<file path="config.mk">
export PLATFORM = sky130hd
export DESIGN_NAME = clock_watchdog_config_decode
export DESIGN_NICKNAME = d
export VERILOG_FILES = /design/src/common/cfg_decode_pkg.sv /design/src/cfg_word1_decode.sv /design/src/cfg_word2_decode.sv /design/src/clock_watchdog_config_decode.sv
export VERILOG_INCLUDE_DIRS = /design/src /design/src/common
export SDC_FILE = /design/constraint.sdc
export NUM_CORES = 1
export LEC_CHECK = 0
export BUFFER_PORTS_ARGS = -buffer_cell sky130_fd_sc_hd__buf_2
export CAP_MARGIN = 10
export CORE_MARGIN = 4
export CORE_UTILIZATION = 50
export CTS_BUF_LIST = sky130_fd_sc_hd__clkbuf_8
export DETAILED_ROUTE_END_ITERATION = 16
export PLACE_DENSITY = 0.74
export SKIP_CTS_REPAIR_TIMING = 1
export SLEW_MARGIN = 10
export SYNTH_ARGS = -nofsm -noshare
export SYNTH_HDL_FRONTEND = slang
export SYNTH_SLANG_ARGS = --single-unit
</file>
<file path="constraint.sdc">
create_clock -name aclk -period 2.3 [get_ports aclk]
set_input_delay 0 -clock aclk [delete_from_list [all_inputs] [get_ports aclk]]
set_output_delay 0 -clock aclk [all_outputs]
set_load 0.05 [all_outputs]
</file>
<file path="src/common/cfg_decode_regs.svh">
/*
 * register offsets, field positions and fixed values of the
 * configuration word decoder. Definitions only, included by bare name.
 */
// Functional notes
// - window code picks 25/37.5/50/75 percent window
// - config enable forces watchdog on, unstoppable
// - window-disable bit selects non-window operation
// - postscale ratio is two to the code
// - postscale codes above 10100 act as 10100
// - switch/monitor: 1x none, 01 switch, 00 both
// - bus clock divisor 1, 2, 4, 8
// - clock out only when enabled and osc off/external
// - primary oscillator: off, fast crystal, crystal, external
// - switchover bit enables two-speed start-up
// - secondary oscillator enable bit
// - three-bit start-up oscillator source select
// - pll output divisor 1 to 256
// - pll multiplier 15 to 24
// - pll input divider 1 to 12
// - usb pll bit one disables and bypasses
`ifndef CFG_DECODE_REGS_SVH
`define CFG_DECODE_REGS_SVH

`define CFG_ADDR_W 4
`define CFG_OFS_WORD1 4'h0
`define CFG_OFS_WORD2 4'h4
`define CFG_OFS_STATUS 4'h8
`define CFG_OFS_CTRL 4'hc

`define W1_WINSZ_LSB 24
`define W1_WDT_EN_BIT 23
`define W1_WIN_OFF_BIT 22
`define W1_PS_LSB 16
`define W1_CKSM_LSB 14
`define W1_PBDIV_LSB 12
`define W1_CLK_OUT_BIT 10
`define W1_POSC_LSB 8
`define W1_TWO_SPEED_BIT 7
`define W1_SOSC_BIT 5
`define W1_NOSC_LSB 0
`define W1_RSVD_MASK 32'hfc20_0858

`define W2_ODIV_LSB 16
`define W2_UPLL_BIT 15
`define W2_UIDIV_LSB 8
`define W2_MUL_LSB 4
`define W2_IDIV_LSB 0

`define ST_READY_BIT 0
`define ST_CONFLICT_BIT 1
`define ST_RSVD_BAD_BIT 2
`define ST_WDOG_RUN_BIT 3
`define CTRL_SW_WDOG_BIT 0

`define WDOG_PS_MAX 5'h14
`define LOAD_DELAY 2'h2
`define AXI_OKAY 2'h0
`define AXI_SLVERR 2'h2

`endif

</file>
<file path="src/common/cfg_decode_pkg.sv">
/*
 * types shared by the configuration decoder files.
 * assumes nothing of its surroundings.
 */
package cfg_decode_pkg;
    typedef enum logic [1:0] {
        POSC_EXT_CLOCK,
        POSC_STD_XTAL,
        POSC_HIGH_SPEED_XTAL,
        POSC_OFF
    } osc_mode_t;

    typedef enum logic [2:0] {
        START_FAST_RC,
        START_FAST_RC_DIV_N_PLL,
        START_PRIMARY,
        START_PRIMARY_PLL,
        START_SECONDARY,
        START_LOW_POWER_RC,
        START_FAST_RC_DIV16,
        START_FAST_RC_DIV_N
    } startup_osc_t;

    typedef enum logic {
        LOAD_WAIT,
        LOAD_DONE
    } load_state_t;
endpackage

</file>
<file path="src/cfg_word1_decode.sv">
/*
 * combinational decode of the clock and watchdog configuration word.
 * assumes a stable word; the caller registers the results.
 */
`timescale 1ns/1ps
`include "cfg_decode_regs.svh"
module cfg_word1_decode (
    // configuration word
    input wire logic [31:0] word,
    // decoded fields
    output logic [2:0] window_eighths,
    output logic [4:0] postscale_log2,
    output logic switch_en,
    output logic monitor_en,
    output logic [1:0] pb_div_log2,
    output logic clk_out_en,
    output cfg_decode_pkg::osc_mode_t osc_mode,
    output cfg_decode_pkg::startup_osc_t startup_sel,
    output logic primary_conflict,
    output logic rsvd_bad
);
    import cfg_decode_pkg::*;
    logic [4:0] ps_code;

    always_comb begin
        unique case (word[`W1_WINSZ_LSB +: 2])
            2'h3: window_eighths = 3'h2;
            2'h2: window_eighths = 3'h3;
            2'h1: window_eighths = 3'h4;
            2'h0: window_eighths = 3'h6;
        endcase
    end

    assign ps_code = word[`W1_PS_LSB +: 5];
    assign postscale_log2 = (ps_code > `WDOG_PS_MAX) ? `WDOG_PS_MAX : ps_code;
    assign switch_en = !word[`W1_CKSM_LSB + 1];
    assign monitor_en = (word[`W1_CKSM_LSB +: 2] == 2'h0);
    assign pb_div_log2 = word[`W1_PBDIV_LSB +: 2];
    assign osc_mode = osc_mode_t'(word[`W1_POSC_LSB +: 2]);
    assign clk_out_en = !word[`W1_CLK_OUT_BIT] && (osc_mode == POSC_OFF || osc_mode == POSC_EXT_CLOCK);
    assign startup_sel = startup_osc_t'(word[`W1_NOSC_LSB +: 3]);
    assign primary_conflict = (startup_sel == START_PRIMARY) && (osc_mode == POSC_OFF);
    assign rsvd_bad = ((word & `W1_RSVD_MASK) != `W1_RSVD_MASK);
endmodule

</file>
<file path="src/cfg_word2_decode.sv">
/*
 * combinational decode of the pll configuration word.
 * assumes a stable word; the caller registers the results.
 */
`timescale 1ns/1ps
`include "cfg_decode_regs.svh"
module cfg_word2_decode (
    // configuration word
    input wire logic [31:0] word,
    // decoded fields
    output logic [3:0] pll_out_div_log2,
    output logic [4:0] pll_mult,
    output logic [3:0] pll_in_div,
    output logic usb_pll_en,
    output logic [3:0] usb_pll_in_div
);
    function automatic logic [3:0] in_div(input logic [2:0] code);
        unique case (code)
            3'h7: in_div = 4'hc;
            3'h6: in_div = 4'ha;
            default: in_div = 4'(code) + 4'h1;
        endcase
    endfunction

    always_comb begin
        unique case (word[`W2_MUL_LSB +: 3])
            3'h7: pll_mult = 5'h18;
            default: pll_mult = 5'(word[`W2_MUL_LSB +: 3]) + 5'hf;
        endcase
    end

    assign pll_out_div_log2 = (word[`W2_ODIV_LSB +: 3] == 3'h7) ? 4'h8 : 4'(word[`W2_ODIV_LSB +: 3]);
    assign pll_in_div = in_div(word[`W2_IDIV_LSB +: 3]);
    assign usb_pll_en = !word[`W2_UPLL_BIT];
    assign usb_pll_in_div = in_div(word[`W2_UIDIV_LSB +: 3]);
endmodule

</file>
<file path="src/clock_watchdog_config_decode.sv">
/*
 * configuration loader: latches the two nonvolatile configuration words
 * after reset, decodes them into clock and watchdog defaults and
 * exposes them over an AXI4-Lite slave.
 * assumes the nonvolatile words are static pins from another domain.
 */
`timescale 1ns/1ps
`include "cfg_decode_regs.svh"
module clock_watchdog_config_decode (
    // clock and reset
    input wire logic aclk,
    input wire logic aresetn,
    // nonvolatile storage
    input wire logic [31:0] nv_clock_watchdog_word,
    input wire logic [31:0] nv_pll_word,
    // axi4-lite write
    input wire logic [`CFG_ADDR_W-1:0] s_axi_awaddr,
    input wire logic s_axi_awvalid,
    output logic s_axi_awready,
    input wire logic [31:0] s_axi_wdata,
    input wire logic [3:0] s_axi_wstrb,
    input wire logic s_axi_wvalid,
    output logic s_axi_wready,
    output logic [1:0] s_axi_bresp,
    output logic s_axi_bvalid,
    input wire logic s_axi_bready,
    // axi4-lite read
    input wire logic [`CFG_ADDR_W-1:0] s_axi_araddr,
    input wire logic s_axi_arvalid,
    output logic s_axi_arready,
    output logic [31:0] s_axi_rdata,
    output logic [1:0] s_axi_rresp,
    output logic s_axi_rvalid,
    input wire logic s_axi_rready,
    // watchdog defaults
    output logic cfg_ready,
    output logic wdog_run,
    output logic [2:0] wdog_window_size,
    output logic wdog_windowed,
    output logic [4:0] wdog_postscale_sel,
    // clock defaults
    output logic clk_switch_en,
    output logic clk_monitor_en,
    output logic [1:0] periph_bus_div_default,
    output logic clock_output,
    output cfg_decode_pkg::osc_mode_t primary_osc_mode,
    output logic two_speed_startup_en,
    output logic secondary_osc_en,
    output cfg_decode_pkg::startup_osc_t startup_osc_sel,
    // pll defaults
    output logic [3:0] pll_out_div,
    output logic [4:0] pll_multiplier,
    output logic [3:0] pll_in_div,
    output logic usb_pll_en,
    output logic [3:0] usb_pll_in_div
);
    import cfg_decode_pkg::*;

    logic [31:0] nv1_meta_q, nv1_sync_q, nv2_meta_q, nv2_sync_q;
    logic [31:0] word1_q, word2_q;
    load_state_t load_q;
    logic [1:0] load_cnt_q;
    logic ready_q;
    logic sw_wdog_en_q;
    logic [2:0] win_d;
    logic [4:0] ps_d;
    logic sw_d, mon_d, clk_out_d, conflict_d, rsvd_bad_d;
    logic [1:0] pbdiv_d;
    osc_mode_t posc_d;
    startup_osc_t nosc_d;
    logic [3:0] odiv_d, idiv_d, uidiv_d;
    logic [4:0] mul_d;
    logic upll_d;
    logic aw_have_q, w_have_q;
    logic [`CFG_ADDR_W-1:0] waddr_q, raddr;
    logic [31:0] wdata_q;
    logic wstrb0_q;
    logic [31:0] status_word;

    // two flops ahead of any logic reading the storage pins
    always_ff @(posedge aclk) begin
        nv1_meta_q <= nv_clock_watchdog_word;
        nv1_sync_q <= nv1_meta_q;
        nv2_meta_q <= nv_pll_word;
        nv2_sync_q <= nv2_meta_q;
    end

    // wait for the synchronisers to settle, then latch once
    always_ff @(posedge aclk) begin
        if (!aresetn) begin
            load_q <= LOAD_WAIT;
            load_cnt_q <= 2'h0;
            word1_q <= 32'h0;
            word2_q <= 32'h0;
        end else begin
            unique case (load_q)
                LOAD_WAIT: begin
                    if (load_cnt_q == `LOAD_DELAY) begin
                        word1_q <= nv1_sync_q;
                        word2_q <= nv2_sync_q;
                        load_q <= LOAD_DONE;
                    end else begin
                        load_cnt_q <= load_cnt_q + 2'h1;
                    end
                end
                LOAD_DONE: begin
                    load_q <= LOAD_DONE;
                end
            endcase
        end
    end

    cfg_word1_decode u_word1 (
        .word(word1_q),
        .window_eighths(win_d),
        .postscale_log2(ps_d),
        .switch_en(sw_d),
        .monitor_en(mon_d),
        .pb_div_log2(pbdiv_d),
        .clk_out_en(clk_out_d),
        .osc_mode(posc_d),
        .startup_sel(nosc_d),
        .primary_conflict(conflict_d),
        .rsvd_bad(rsvd_bad_d)
    );

    cfg_word2_decode u_word2 (
        .word(word2_q),
        .pll_out_div_log2(odiv_d),
        .pll_mult(mul_d),
        .pll_in_div(idiv_d),
        .usb_pll_en(upll_d),
        .usb_pll_in_div(uidiv_d)
    );

    // decoded defaults, held at safe values until the words are in
    always_ff @(posedge aclk) begin
        if (!aresetn) begin
            ready_q <= 1'b0;
            wdog_window_size <= 3'h0;
            wdog_windowed <= 1'b0;
            wdog_postscale_sel <= 5'h0;
            clk_switch_en <= 1'b0;
            clk_monitor_en <= 1'b0;
            periph_bus_div_default <= 2'h0;
            clock_output <= 1'b0;
            primary_osc_mode <= POSC_OFF;
            two_speed_startup_en <= 1'b0;
            secondary_osc_en <= 1'b0;
            startup_osc_sel <= START_FAST_RC;
            pll_out_div <= 4'h0;
            pll_multiplier <= 5'h0;
            pll_in_div <= 4'h0;
            usb_pll_en <= 1'b0;
            usb_pll_in_div <= 4'h0;
        end else if (load_q == LOAD_DONE) begin
            ready_q <= 1'b1;
            wdog_window_size <= win_d;
            wdog_windowed <= !word1_q[`W1_WIN_OFF_BIT];
            wdog_postscale_sel <= ps_d;
            clk_switch_en <= sw_d;
            clk_monitor_en <= mon_d;
            periph_bus_div_default <= pbdiv_d;
            clock_output <= clk_out_d;
            primary_osc_mode <= posc_d;
            two_speed_startup_en <= word1_q[`W1_TWO_SPEED_BIT];
            secondary_osc_en <= word1_q[`W1_SOSC_BIT];
            startup_osc_sel <= nosc_d;
            pll_out_div <= odiv_d;
            pll_multiplier <= mul_d;
            pll_in_div <= idiv_d;
            usb_pll_en <= upll_d;
            usb_pll_in_div <= uidiv_d;
        end
    end

    assign cfg_ready = ready_q;

    // software may start the watchdog but never stop a forced one
    always_ff @(posedge aclk) begin
        if (!aresetn) begin
            wdog_run <= 1'b0;
        end else begin
            wdog_run <= ready_q && (word1_q[`W1_WDT_EN_BIT] || sw_wdog_en_q);
        end
    end

    // write channel: address and data taken in either order
    always_ff @(posedge aclk) begin
        if (!aresetn) begin
            s_axi_awready <= 1'b1;
            s_axi_wready <= 1'b1;
            aw_have_q <= 1'b0;
            w_have_q <= 1'b0;
            waddr_q <= '0;
            wdata_q <= 32'h0;
            wstrb0_q <= 1'b0;
            s_axi_bvalid <= 1'b0;
            s_axi_bresp <= `AXI_OKAY;
        end else begin
            if (s_axi_awvalid && s_axi_awready) begin
                waddr_q <= s_axi_awaddr;
                aw_have_q <= 1'b1;
                s_axi_awready <= 1'b0;
            end
            if (s_axi_wvalid && s_axi_wready) begin
                wdata_q <= s_axi_wdata;
                wstrb0_q <= s_axi_wstrb[0];
                w_have_q <= 1'b1;
                s_axi_wready <= 1'b0;
            end
            if (aw_have_q && w_have_q && !s_axi_bvalid) begin
                s_axi_bvalid <= 1'b1;
                unique case (waddr_q)
                    `CFG_OFS_WORD1, `CFG_OFS_WORD2, `CFG_OFS_STATUS, `CFG_OFS_CTRL: s_axi_bresp <= `AXI_OKAY;
                    default: s_axi_bresp <= `AXI_SLVERR;
                endcase
            end
            if (s_axi_bvalid && s_axi_bready) begin
                s_axi_bvalid <= 1'b0;
                aw_have_q <= 1'b0;
                w_have_q <= 1'b0;
                s_axi_awready <= 1'b1;
                s_axi_wready <= 1'b1;
            end
        end
    end

    // control register; configuration words stay read-only
    always_ff @(posedge aclk) begin
        if (!aresetn) begin
            sw_wdog_en_q <= 1'b0;
        end else if (aw_have_q && w_have_q && !s_axi_bvalid && waddr_q == `CFG_OFS_CTRL && wstrb0_q) begin
            sw_wdog_en_q <= wdata_q[`CTRL_SW_WDOG_BIT];
        end
    end

    always_comb begin
        status_word = 32'h0;
        status_word[`ST_READY_BIT] = ready_q;
        status_word[`ST_CONFLICT_BIT] = ready_q && conflict_d;
        status_word[`ST_RSVD_BAD_BIT] = ready_q && rsvd_bad_d;
        status_word[`ST_WDOG_RUN_BIT] = wdog_run;
    end

    assign raddr = s_axi_araddr;

    // read channel: answer one cycle after the address is taken
    always_ff @(posedge aclk) begin
        if (!aresetn) begin
            s_axi_arready <= 1'b1;
            s_axi_rvalid <= 1'b0;
            s_axi_rdata <= 32'h0;
            s_axi_rresp <= `AXI_OKAY;
        end else if (s_axi_arvalid && s_axi_arready) begin
            s_axi_arready <= 1'b0;
            s_axi_rvalid <= 1'b1;
            s_axi_rresp <= `AXI_OKAY;
            unique case (raddr)
                `CFG_OFS_WORD1: s_axi_rdata <= word1_q;
                `CFG_OFS_WORD2: s_axi_rdata <= word2_q;
                `CFG_OFS_STATUS: s_axi_rdata <= status_word;
                `CFG_OFS_CTRL: s_axi_rdata <= {31'h0, sw_wdog_en_q};
                default: begin
                    s_axi_rdata <= 32'h0;
                    s_axi_rresp <= `AXI_SLVERR;
                end
            endcase
        end else if (s_axi_rvalid && s_axi_rready) begin
            s_axi_rvalid <= 1'b0;
            s_axi_arready <= 1'b1;
        end
    end
endmodule

</file>
After elaboration in Yosys (flattened, before gate mapping) --
Cells that the tools add are included.
Operators by class: muxes and demuxes 15, equal/unequal tests 19, bitwise logic cells 3, reductions and logical operators 32, add/subtract/negate cells 4, order comparisons 1
Operators by type and width (number):
- $pmux W32 S4 | 1
- $eq A3 B3 Y1 const B | 6
- $eq A4 B4 Y1 const B | 4
- $pmux W4 S2 | 2
- $logic_and A1 B1 Y1 | 14
- $pmux W3 S4 | 1
- $ne A11 B11 Y1 const B | 1
- $mux W5 | 2
- $add A3 B1 Y4 const B | 2
- $eq A2 B2 Y1 const B | 4
- $eq A4 B3 Y1 const B | 2
- $logic_not A4 Y1 | 2
- $reduce_or A4 Y1 | 2
- $logic_not A2 Y1 | 3
- $add A3 B4 Y5 const B | 1
- $gt A5 B5 Y1 const B | 1
- $logic_not A1 Y1 | 5
- $mux W1 | 5
- $mux W2 | 2
- $mux W4 | 1
- $reduce_and A2 Y1 | 2
- $eq A3 B2 Y1 const B | 1
- $not A1 Y1 | 3
- $add A2 B1 Y2 const B | 1
- 5 further kinds | 6
Storage, ports and cells: word-level logic and storage cells 114, output and inout bits 82, bits of input ports 115, bits in registers 286

Depth between registers and ports, before layout --
Gate-level depths: netlist of the first run.
depth after elaboration 4, depth in mapped cells 7, mapped depth without buffers 5

By module --
Synthesis of the first run repeated with hierarchy kept, for this count alone.
Unflattened totals: cell total of the unflattened synthesis 864, area total of the unflattened synthesis 9223.8 um^2
By module, submodules not included:
- clock_watchdog_config_decode | area each 8838.5 um^2, instances 1, cells each 802, sequential area each 5685.5 um^2
- cfg_word2_decode | area each 229.0 um^2, instances 1, cells each 37, sequential area each 0.0 um^2
- cfg_word1_decode | area each 156.4 um^2, instances 1, cells each 25, sequential area each 0.0 um^2

Worst setup path before layout of the first run --
OpenSTA, ideal clock, no wires.
path kind flip-flop to flip-flop, from register s_axi_arready, to register s_axi_rdata[0], path buffers 2, data arrival time 1.442 ns, setup slack 0.730 ns, cell stages (with the launch flop) 7, clock period less this slack 1.570 ns, required time 2.172 ns, path through dfxtp_1 nand2_1 and2_1 clkbuf_1 clkbuf_1 nand2_1 o21ai_0
On the way: word-level cells in the longest chain between the ends 1
Ends and longest elaborated chain:
- start, declared | line clock_watchdog_config_decode.sv:30 | output logic s_axi_arready,
- start signal, assigned | line clock_watchdog_config_decode.sv:251 | s_axi_arready <= 1'b1;
- start signal, assigned | line clock_watchdog_config_decode.sv:256 | s_axi_arready <= 1'b0;
- start signal, assigned | line clock_watchdog_config_decode.sv:271 | s_axi_arready <= 1'b1;
- $logic_and A1 B1 Y1 | line clock_watchdog_config_decode.sv:255 | end else if (s_axi_arvalid && s_axi_arready) begin
- end signal, assigned | line clock_watchdog_config_decode.sv:260 | `CFG_OFS_WORD1: s_axi_rdata <= word1_q;
- end signal, assigned | line clock_watchdog_config_decode.sv:261 | `CFG_OFS_WORD2: s_axi_rdata <= word2_q;
- end signal, assigned | line clock_watchdog_config_decode.sv:262 | `CFG_OFS_STATUS: s_axi_rdata <= status_word;
- end, declared | line clock_watchdog_config_decode.sv:31 | output logic [31:0] s_axi_rdata,
No other way between the ends. A chain may end at the register's enable or synchronous reset.

Final worst setup path of the first run --
from input aresetn, to register s_axi_wready
On the way: word-level cells in the longest chain between the ends 2
Ends and longest elaborated chain:
- start, declared | line clock_watchdog_config_decode.sv:12 | input wire logic aresetn,
- $not A1 Y1 (no line)
- $reduce_or A2 Y1 (no line)
- end signal, assigned | line clock_watchdog_config_decode.sv:192 | s_axi_wready <= 1'b1;
- end signal, assigned | line clock_watchdog_config_decode.sv:210 | s_axi_wready <= 1'b0;
- end signal, assigned | line clock_watchdog_config_decode.sv:224 | s_axi_wready <= 1'b1;
- end, declared | line clock_watchdog_config_decode.sv:23 | output logic s_axi_wready,
No other way between the ends.

==> impl_metrics.tcl, run 1 <==
set metrics [dict create \
    status "finished, final reports clean" \
    powerDensity_mw_per_mm2 1040 \
    num_antenna_cells 0 \
    core_mm2 0.0172 \
    ctsRootBufferMaster "clkbuf_8" \
    grt-ovfl-total 0 \
    io_pins 197 \
    clk_pin_slew_ns 0.06 \
    grt_pass1_wl_mm 30.5 \
    synthCells 833 \
    fin_skew_ns 0.0311 \
    ys_types 40 \
    ys.warnings.count 0 \
    drc 0 \
    numCtsBuffers 44 \
    fin_cells 1345 \
    nNetsFinal 1206 \
    final_area_mm2 0.0116 \
    detail-route-antenna-nets 0 \
    ys_seq_area_share_pct 65.1 \
    fillers 1340 \
    dr_total_vias 6584 \
    ys_ff_latch 284 \
    grt_pass1_vias 5849 \
    drv_cap 0 \
    fp.dieW_um 140 \
    utilization_pct 67.3 \
    cp.arrival_ns 2.48 \
    synth-edff-count 0 \
    rows 48 \
    ys.flop_type "dfxtp_1" \
    crit_path_end_kind "register" \
    viasPerCell 4.90 \
    crit_type "input pin to register" \
    slowest_delay_ns 0.58 \
    drive_above_1_share_pct 22.1 \
    dp.cells 1179 \
    leakage_nw 4.86 \
    routed_wl_mm 20.1 \
    min_path_type "input pin to register" \
    wire_per_inst_um 14.9 \
    fmax_mhz 480 \
    floorplan.die.height_um 140 \
    critPathLaunchType "input pin" \
    firstDrtPassIters 5 \
    start_util_pct 50.8 \
    max-clock-path-buffers 3 \
    h-tree-depth 2 \
    fin_crit_sh_pct 90.5 \
    grt_antenna_before_repair 0 \
    syn_area_mm2 0.00873 \
    dieArea_mm2 0.0196 \
    dpl.hpwl_mm 12.6 \
    setup_viol 0 \
    dr.first_iter.drc_count 331 \
    final_hold_viol_count 0 \
    grt_use_total_pct 19.1 \
    timing.hold.ws_ns 0.00694 \
    areaGrowthSynthToFinish_pct 32.4 \
    critical_path.cell_chain "dlygate4sd3_1, buf_4, buf_4, a21boi_0, o21ai_0, dlygate4sd3_1" \
    routabilityCongestion 0.812 \
    cts_num_sinks 284 \
    port_buffers 160 \
    cts_tree "built" \
    avgSynthCellArea_um2 10.5 \
    placed_area_mm2 0.00971 \
    ys_async_sr_fraction_pct 0 \
    crit_fanout 51 \
    cp.required_ns 2.70 \
    final-max-slew-violation-count 0 \
    ir_worst_vdd_mv 0.746 \
    grt_max_degree 52 \
    clkLatencyLatePin_ns 0.54 \
    slowest_stage "dlygate4sd3_1" \
    finalCriticalPeriod_ns 2.08 \
    timing.setup.tns_ns 0 \
]
## final cells by class
class	count	area (um^2)	area share (%)
clock buffer	65	895	7.74
clock inverter	15	90.1	0.779
inverter	9	33.8	0.292
multi-input combinational	488	2770	24.0
sequential	284	5690	49.2
tap	225	282	2.44
timing repair buffer	259	1800	15.6
## logic make-up (layout without fill, tap and decap cells)
| kind of cell | count (synthesis) | in the layout | synth area share (%) |
|---|---|---|---|
| muxes | 17 | 17 | 1.95 |
| xor gates and xnor gates | 1 | 1 | 0.100 |
| and+or+nand+nor | 274 | 274 | 13.8 |
| adders and majority gates | 5 | 5 | 0.717 |
| AOI/OAI and AO/OA | 189 | 189 | 14.9 |
| other | 1 | 2 | 0.0430 |
| buffers and inverters | 62 | 348 | 3.33 |
| DFF | 284 | 284 | 65.1 |
## metal layers
layer  vias up  part of all wire (%)  global-route usage [%]
met2       206                    46                    29.1
met3        43                   6.7                    4.92
met4         0                   2.4                    7.45
met5         -                     0                       0
li1       3292                     -                       -
met1      3043                    44                    26.1
## cell usage after synthesis (4+ instances only)
| cell type | instances | area, um^2 |
|---|---|---|
| dfxtp_1 | 284 | 5690 |
| nand2_1 | 196 | 736 |
| a21boi_0 | 81 | 608 |
| o21ai_0 | 31 | 155 |
| a22oi_1 | 28 | 210 |
| clkbuf_1 | 25 | 93.8 |
| nor2b_1 | 23 | 144 |
| mux2i_1 | 17 | 170 |
| nand3_1 | 14 | 70.1 |
| buf_2 | 13 | 65.1 |
| nand2b_1 | 12 | 75.1 |
| a21oi_1 | 11 | 55.1 |
| o21ai_1 | 11 | 55.1 |
| o211a_1 | 10 | 100 |
| inv_1 | 9 | 33.8 |
| buf_1 | 8 | 30.0 |
| nor2_1 | 8 | 30.0 |
| a31oi_1 | 6 | 37.5 |
| and2_1 | 6 | 37.5 |
| ha_1 | 5 | 62.6 |
| buf_6 | 4 | 45.0 |
## registers in the layout, indices dropped and copies added, names as in the netlist, 5 cells and up
signal,flops
nv1_meta_q,32
nv1_sync_q,32
nv2_meta_q,32
nv2_sync_q,32
pll_multiplier,5
s_axi_rdata,32
wdog_postscale_sel,5
word1_q,32
word2_q,32
## report_power, final
group / switching [mW] / internal [mW]
registers: 0.334 / 5.39
clock network: 1.84 / 2.60
logic: 1.21 / 0.655
## placed cells by master, fill, tap and decap left out, types with 2 or more instances in the layout
| cell | Yosys | layout |
|---|---|---|
| mux2i_1 | 17 | 17 |
| nand2b_1 | 12 | 11 |
| a22oi_1 | 28 | 28 |
| nand4_1 | 3 | 3 |
| nor2b_1 | 23 | 22 |
| o21a_1 | 2 | 2 |
| o22ai_1 | 3 | 3 |
| nor2_1 | 8 | 8 |
| a21boi_0 | 81 | 81 |
| buf_12 | 0 | 3 |
| nand2_1 | 196 | 196 |
| dfxtp_1 | 284 | 283 |
| a21oi_1 | 11 | 11 |
| inv_1 | 9 | 20 |
| buf_4 | 3 | 11 |
| and3_1 | 2 | 2 |
| clkinv_2 | 0 | 2 |
| conb_1 | 1 | 2 |
| buf_2 | 13 | 159 |
| dlygate4sd3_1 | 0 | 86 |
| clkbuf_8 | 0 | 65 |
| ha_1 | 5 | 5 |
| o21ai_1 | 11 | 11 |
| nand3_1 | 14 | 14 |
| a31oi_1 | 6 | 6 |
| o211a_1 | 10 | 10 |
| and2_1 | 6 | 6 |
| nor3_1 | 3 | 3 |
| o21ai_0 | 31 | 31 |
| o211ai_1 | 3 | 3 |
## path summary, 6_finish.rpt
check	start	end	slack [ns]	depth (start not counted)
worst max register to register	s_axi_awready	waddr_q[0]	0.41	4
worst min register to register	nv2_meta_q[5]	nv2_sync_q[5]	0.32	0
worst min-delay path	s_axi_araddr[3]	s_axi_rdata[2]	0.007	4
worst max-delay path	aresetn	s_axi_wready	0.22	6
## through the flow
| step | worst slack (ns) | power, mW |
|---|---|---|
| 6_report | 0.218 | 12.0 |
| 3_3_place_gp | 0.794 | 7.54 |
| 4_1_cts | 0.737 | 12.0 |
| 3_5_place_dp | 0.743 | 7.57 |
| 2_1_floorplan | 0.730 | 7.00 |
| 5_1_grt | -0.0141 | 12.6 |
## critical path: cells and delay by family
family	cells	cell delay, ns
compound gates	2	0.57
buf+inv	4	1.89
No activity file was read; power rests on OpenSTA's default activity.
==> run 2: changes to the inputs <==
Settings changed: HOLD_SLACK_MARGIN from default to 0.06.
==> run 2 against run 1 <==
Net effect:
- sequential share of layout area about the same
- die area unchanged
- sequential cell count unchanged
- routed wire length increased by 0.32%
- first-iteration DRC count increased by 14%
- total power about the same
- global-route usage unchanged
- non-clock buffer count increased by 1
- critical path type unchanged
- critical endpoint unchanged
- largest cell class unchanged
==> impl_metrics.tcl, run 2 (synthesis results as in run 1) <==
set metrics [dict create \
    setup_viol 0 \
    grt_max_degree 52 \
    seq_area_mm2 0.00569 \
    start_util_pct 50.8 \
    fmax_mhz 480 \
    core_mm2 0.0172 \
    timing.setup.tns_ns 0 \
    drive_above_1_share_pct 22.1 \
    timing.hold.ws_ns 0.101 \
    cp.required_ns 2.70 \
    ctsRootBufferMaster "clkbuf_8" \
    multi_input_area_mm2 0.00277 \
    cp.arrival_ns 2.48 \
    routabilityCongestion 0.812 \
    powerDensity_mw_per_mm2 1040 \
    finalCriticalPeriod_ns 2.08 \
    fillers 1342 \
    areaGrowthSynthToFinish_pct 32.5 \
    fin_skew_ns 0.0282 \
    grt_use_total_pct 19.1 \
    crit_path_end_kind "register" \
    h-tree-depth 2 \
    numCtsBuffers 44 \
    min_path_type "input pin to register" \
    rows 48 \
    grt_pass1_wl_mm 30.5 \
    detail-route-antenna-nets 0 \
    max-clock-path-buffers 3 \
    floorplan.die.height_um 140 \
    nNetsFinal 1207 \
    utilization_pct 67.3 \
    dieArea_mm2 0.0196 \
    dpl.hpwl_mm 12.6 \
    dr.first_iter.drc_count 377 \
    grt_antenna_before_repair 0 \
    drc 0 \
    io_pins 197 \
    leakage_nw 4.86 \
    port_buffers 160 \
    clk_pin_slew_ns 0.06 \
    cts_num_sinks 284 \
    worst_pin_slew_ns 0.507 \
    grt_pass1_vias 5849 \
    dr_total_vias 6600 \
    wire_per_inst_um 15.0 \
    crit_type "input pin to register" \
    status "finished, final reports clean" \
    grt-ovfl-total 0 \
    num_antenna_cells 0 \
    viasPerCell 4.90 \
    fp.dieW_um 140 \
    ir_worst_vdd_mv 0.746 \
    clkLatencyLatePin_ns 0.54 \
    relSlewSlack_pct 66.1 \
    critPathLaunchType "input pin" \
    final_hold_viol_count 0 \
    final_cell_mix "283 x dfxtp_1, 196 x nand2_1, 159 x buf_2" \
    fin_crit_sh_pct 90.5 \
    drv_cap 0 \
    layout_commonest_cell "dfxtp_1" \
    crit_fanout 51 \
    firstDrtPassIters 4 \
    cts_tree "built" \
    routed_wl_mm 20.1 \
    final-max-slew-violation-count 0 \
]
==> run 2: worst paths after layout <==
check | from | slack [ns] | cells past startpoint | to
worst max-delay path | aresetn | 0.22 | 6 | s_axi_wready
worst min-delay path | nv_clock_watchdog_word[1] | 0.10 | 2 | nv1_meta_q[1]
worst max register to register | s_axi_awready | 0.41 | 4 | waddr_q[0]
worst min register to register | nv1_meta_q[25] | 0.32 | 0 | nv1_sync_q[25]
==> run 2: critical path: stages <==
cell and delay [ns]:
dlygate4sd3_1 0.53, buf_4 0.31, buf_4 0.46, a21boi_0 0.42, o21ai_0 0.16, dlygate4sd3_1 0.58
==> run 2: through the flow <==
step | instances | cell area (um^2) | power (mW) | setup WS (ns)
floorplan | 834 | 8730 | 7.00 | 0.730
global placement | 1179 | 9710 | 7.54 | 0.794
detailed placement | 1179 | 9710 | 7.57 | 0.743
CTS | 1259 | 10700 | 12.0 | 0.737
global route | 1346 | 11600 | 12.6 | -0.0141
finish | 1346 | 11600 | 12.0 | 0.218
==> run 2: where the power goes <==
group	switching (mW)	internal, mW	total (mW)
Sequential	0.336	5.39	5.73
Clock	1.84	2.60	4.44
Combinational	1.21	0.657	1.87
==> run 2: layout make-up <==
| cell class | count | area share (%) |
|---|---|---|
| Inverter | 9 | 0.292 |
| Sequential cell | 284 | 49.2 |
| Multi-Input combinational cell | 488 | 24.0 |
| Timing Repair Buffer | 260 | 15.6 |
| Tap cell | 225 | 2.43 |
| Clock inverter | 15 | 0.779 |
| Clock buffer | 65 | 7.73 |
==> run 2: metal layers <==
metal	vias up	track usage, %	share of wire, %
li1	3297	-	-
met1	3053	26.1	45
met2	205	29.1	46
met3	45	4.92	6.6
met4	0	7.45	2.5
met5	-	0	0
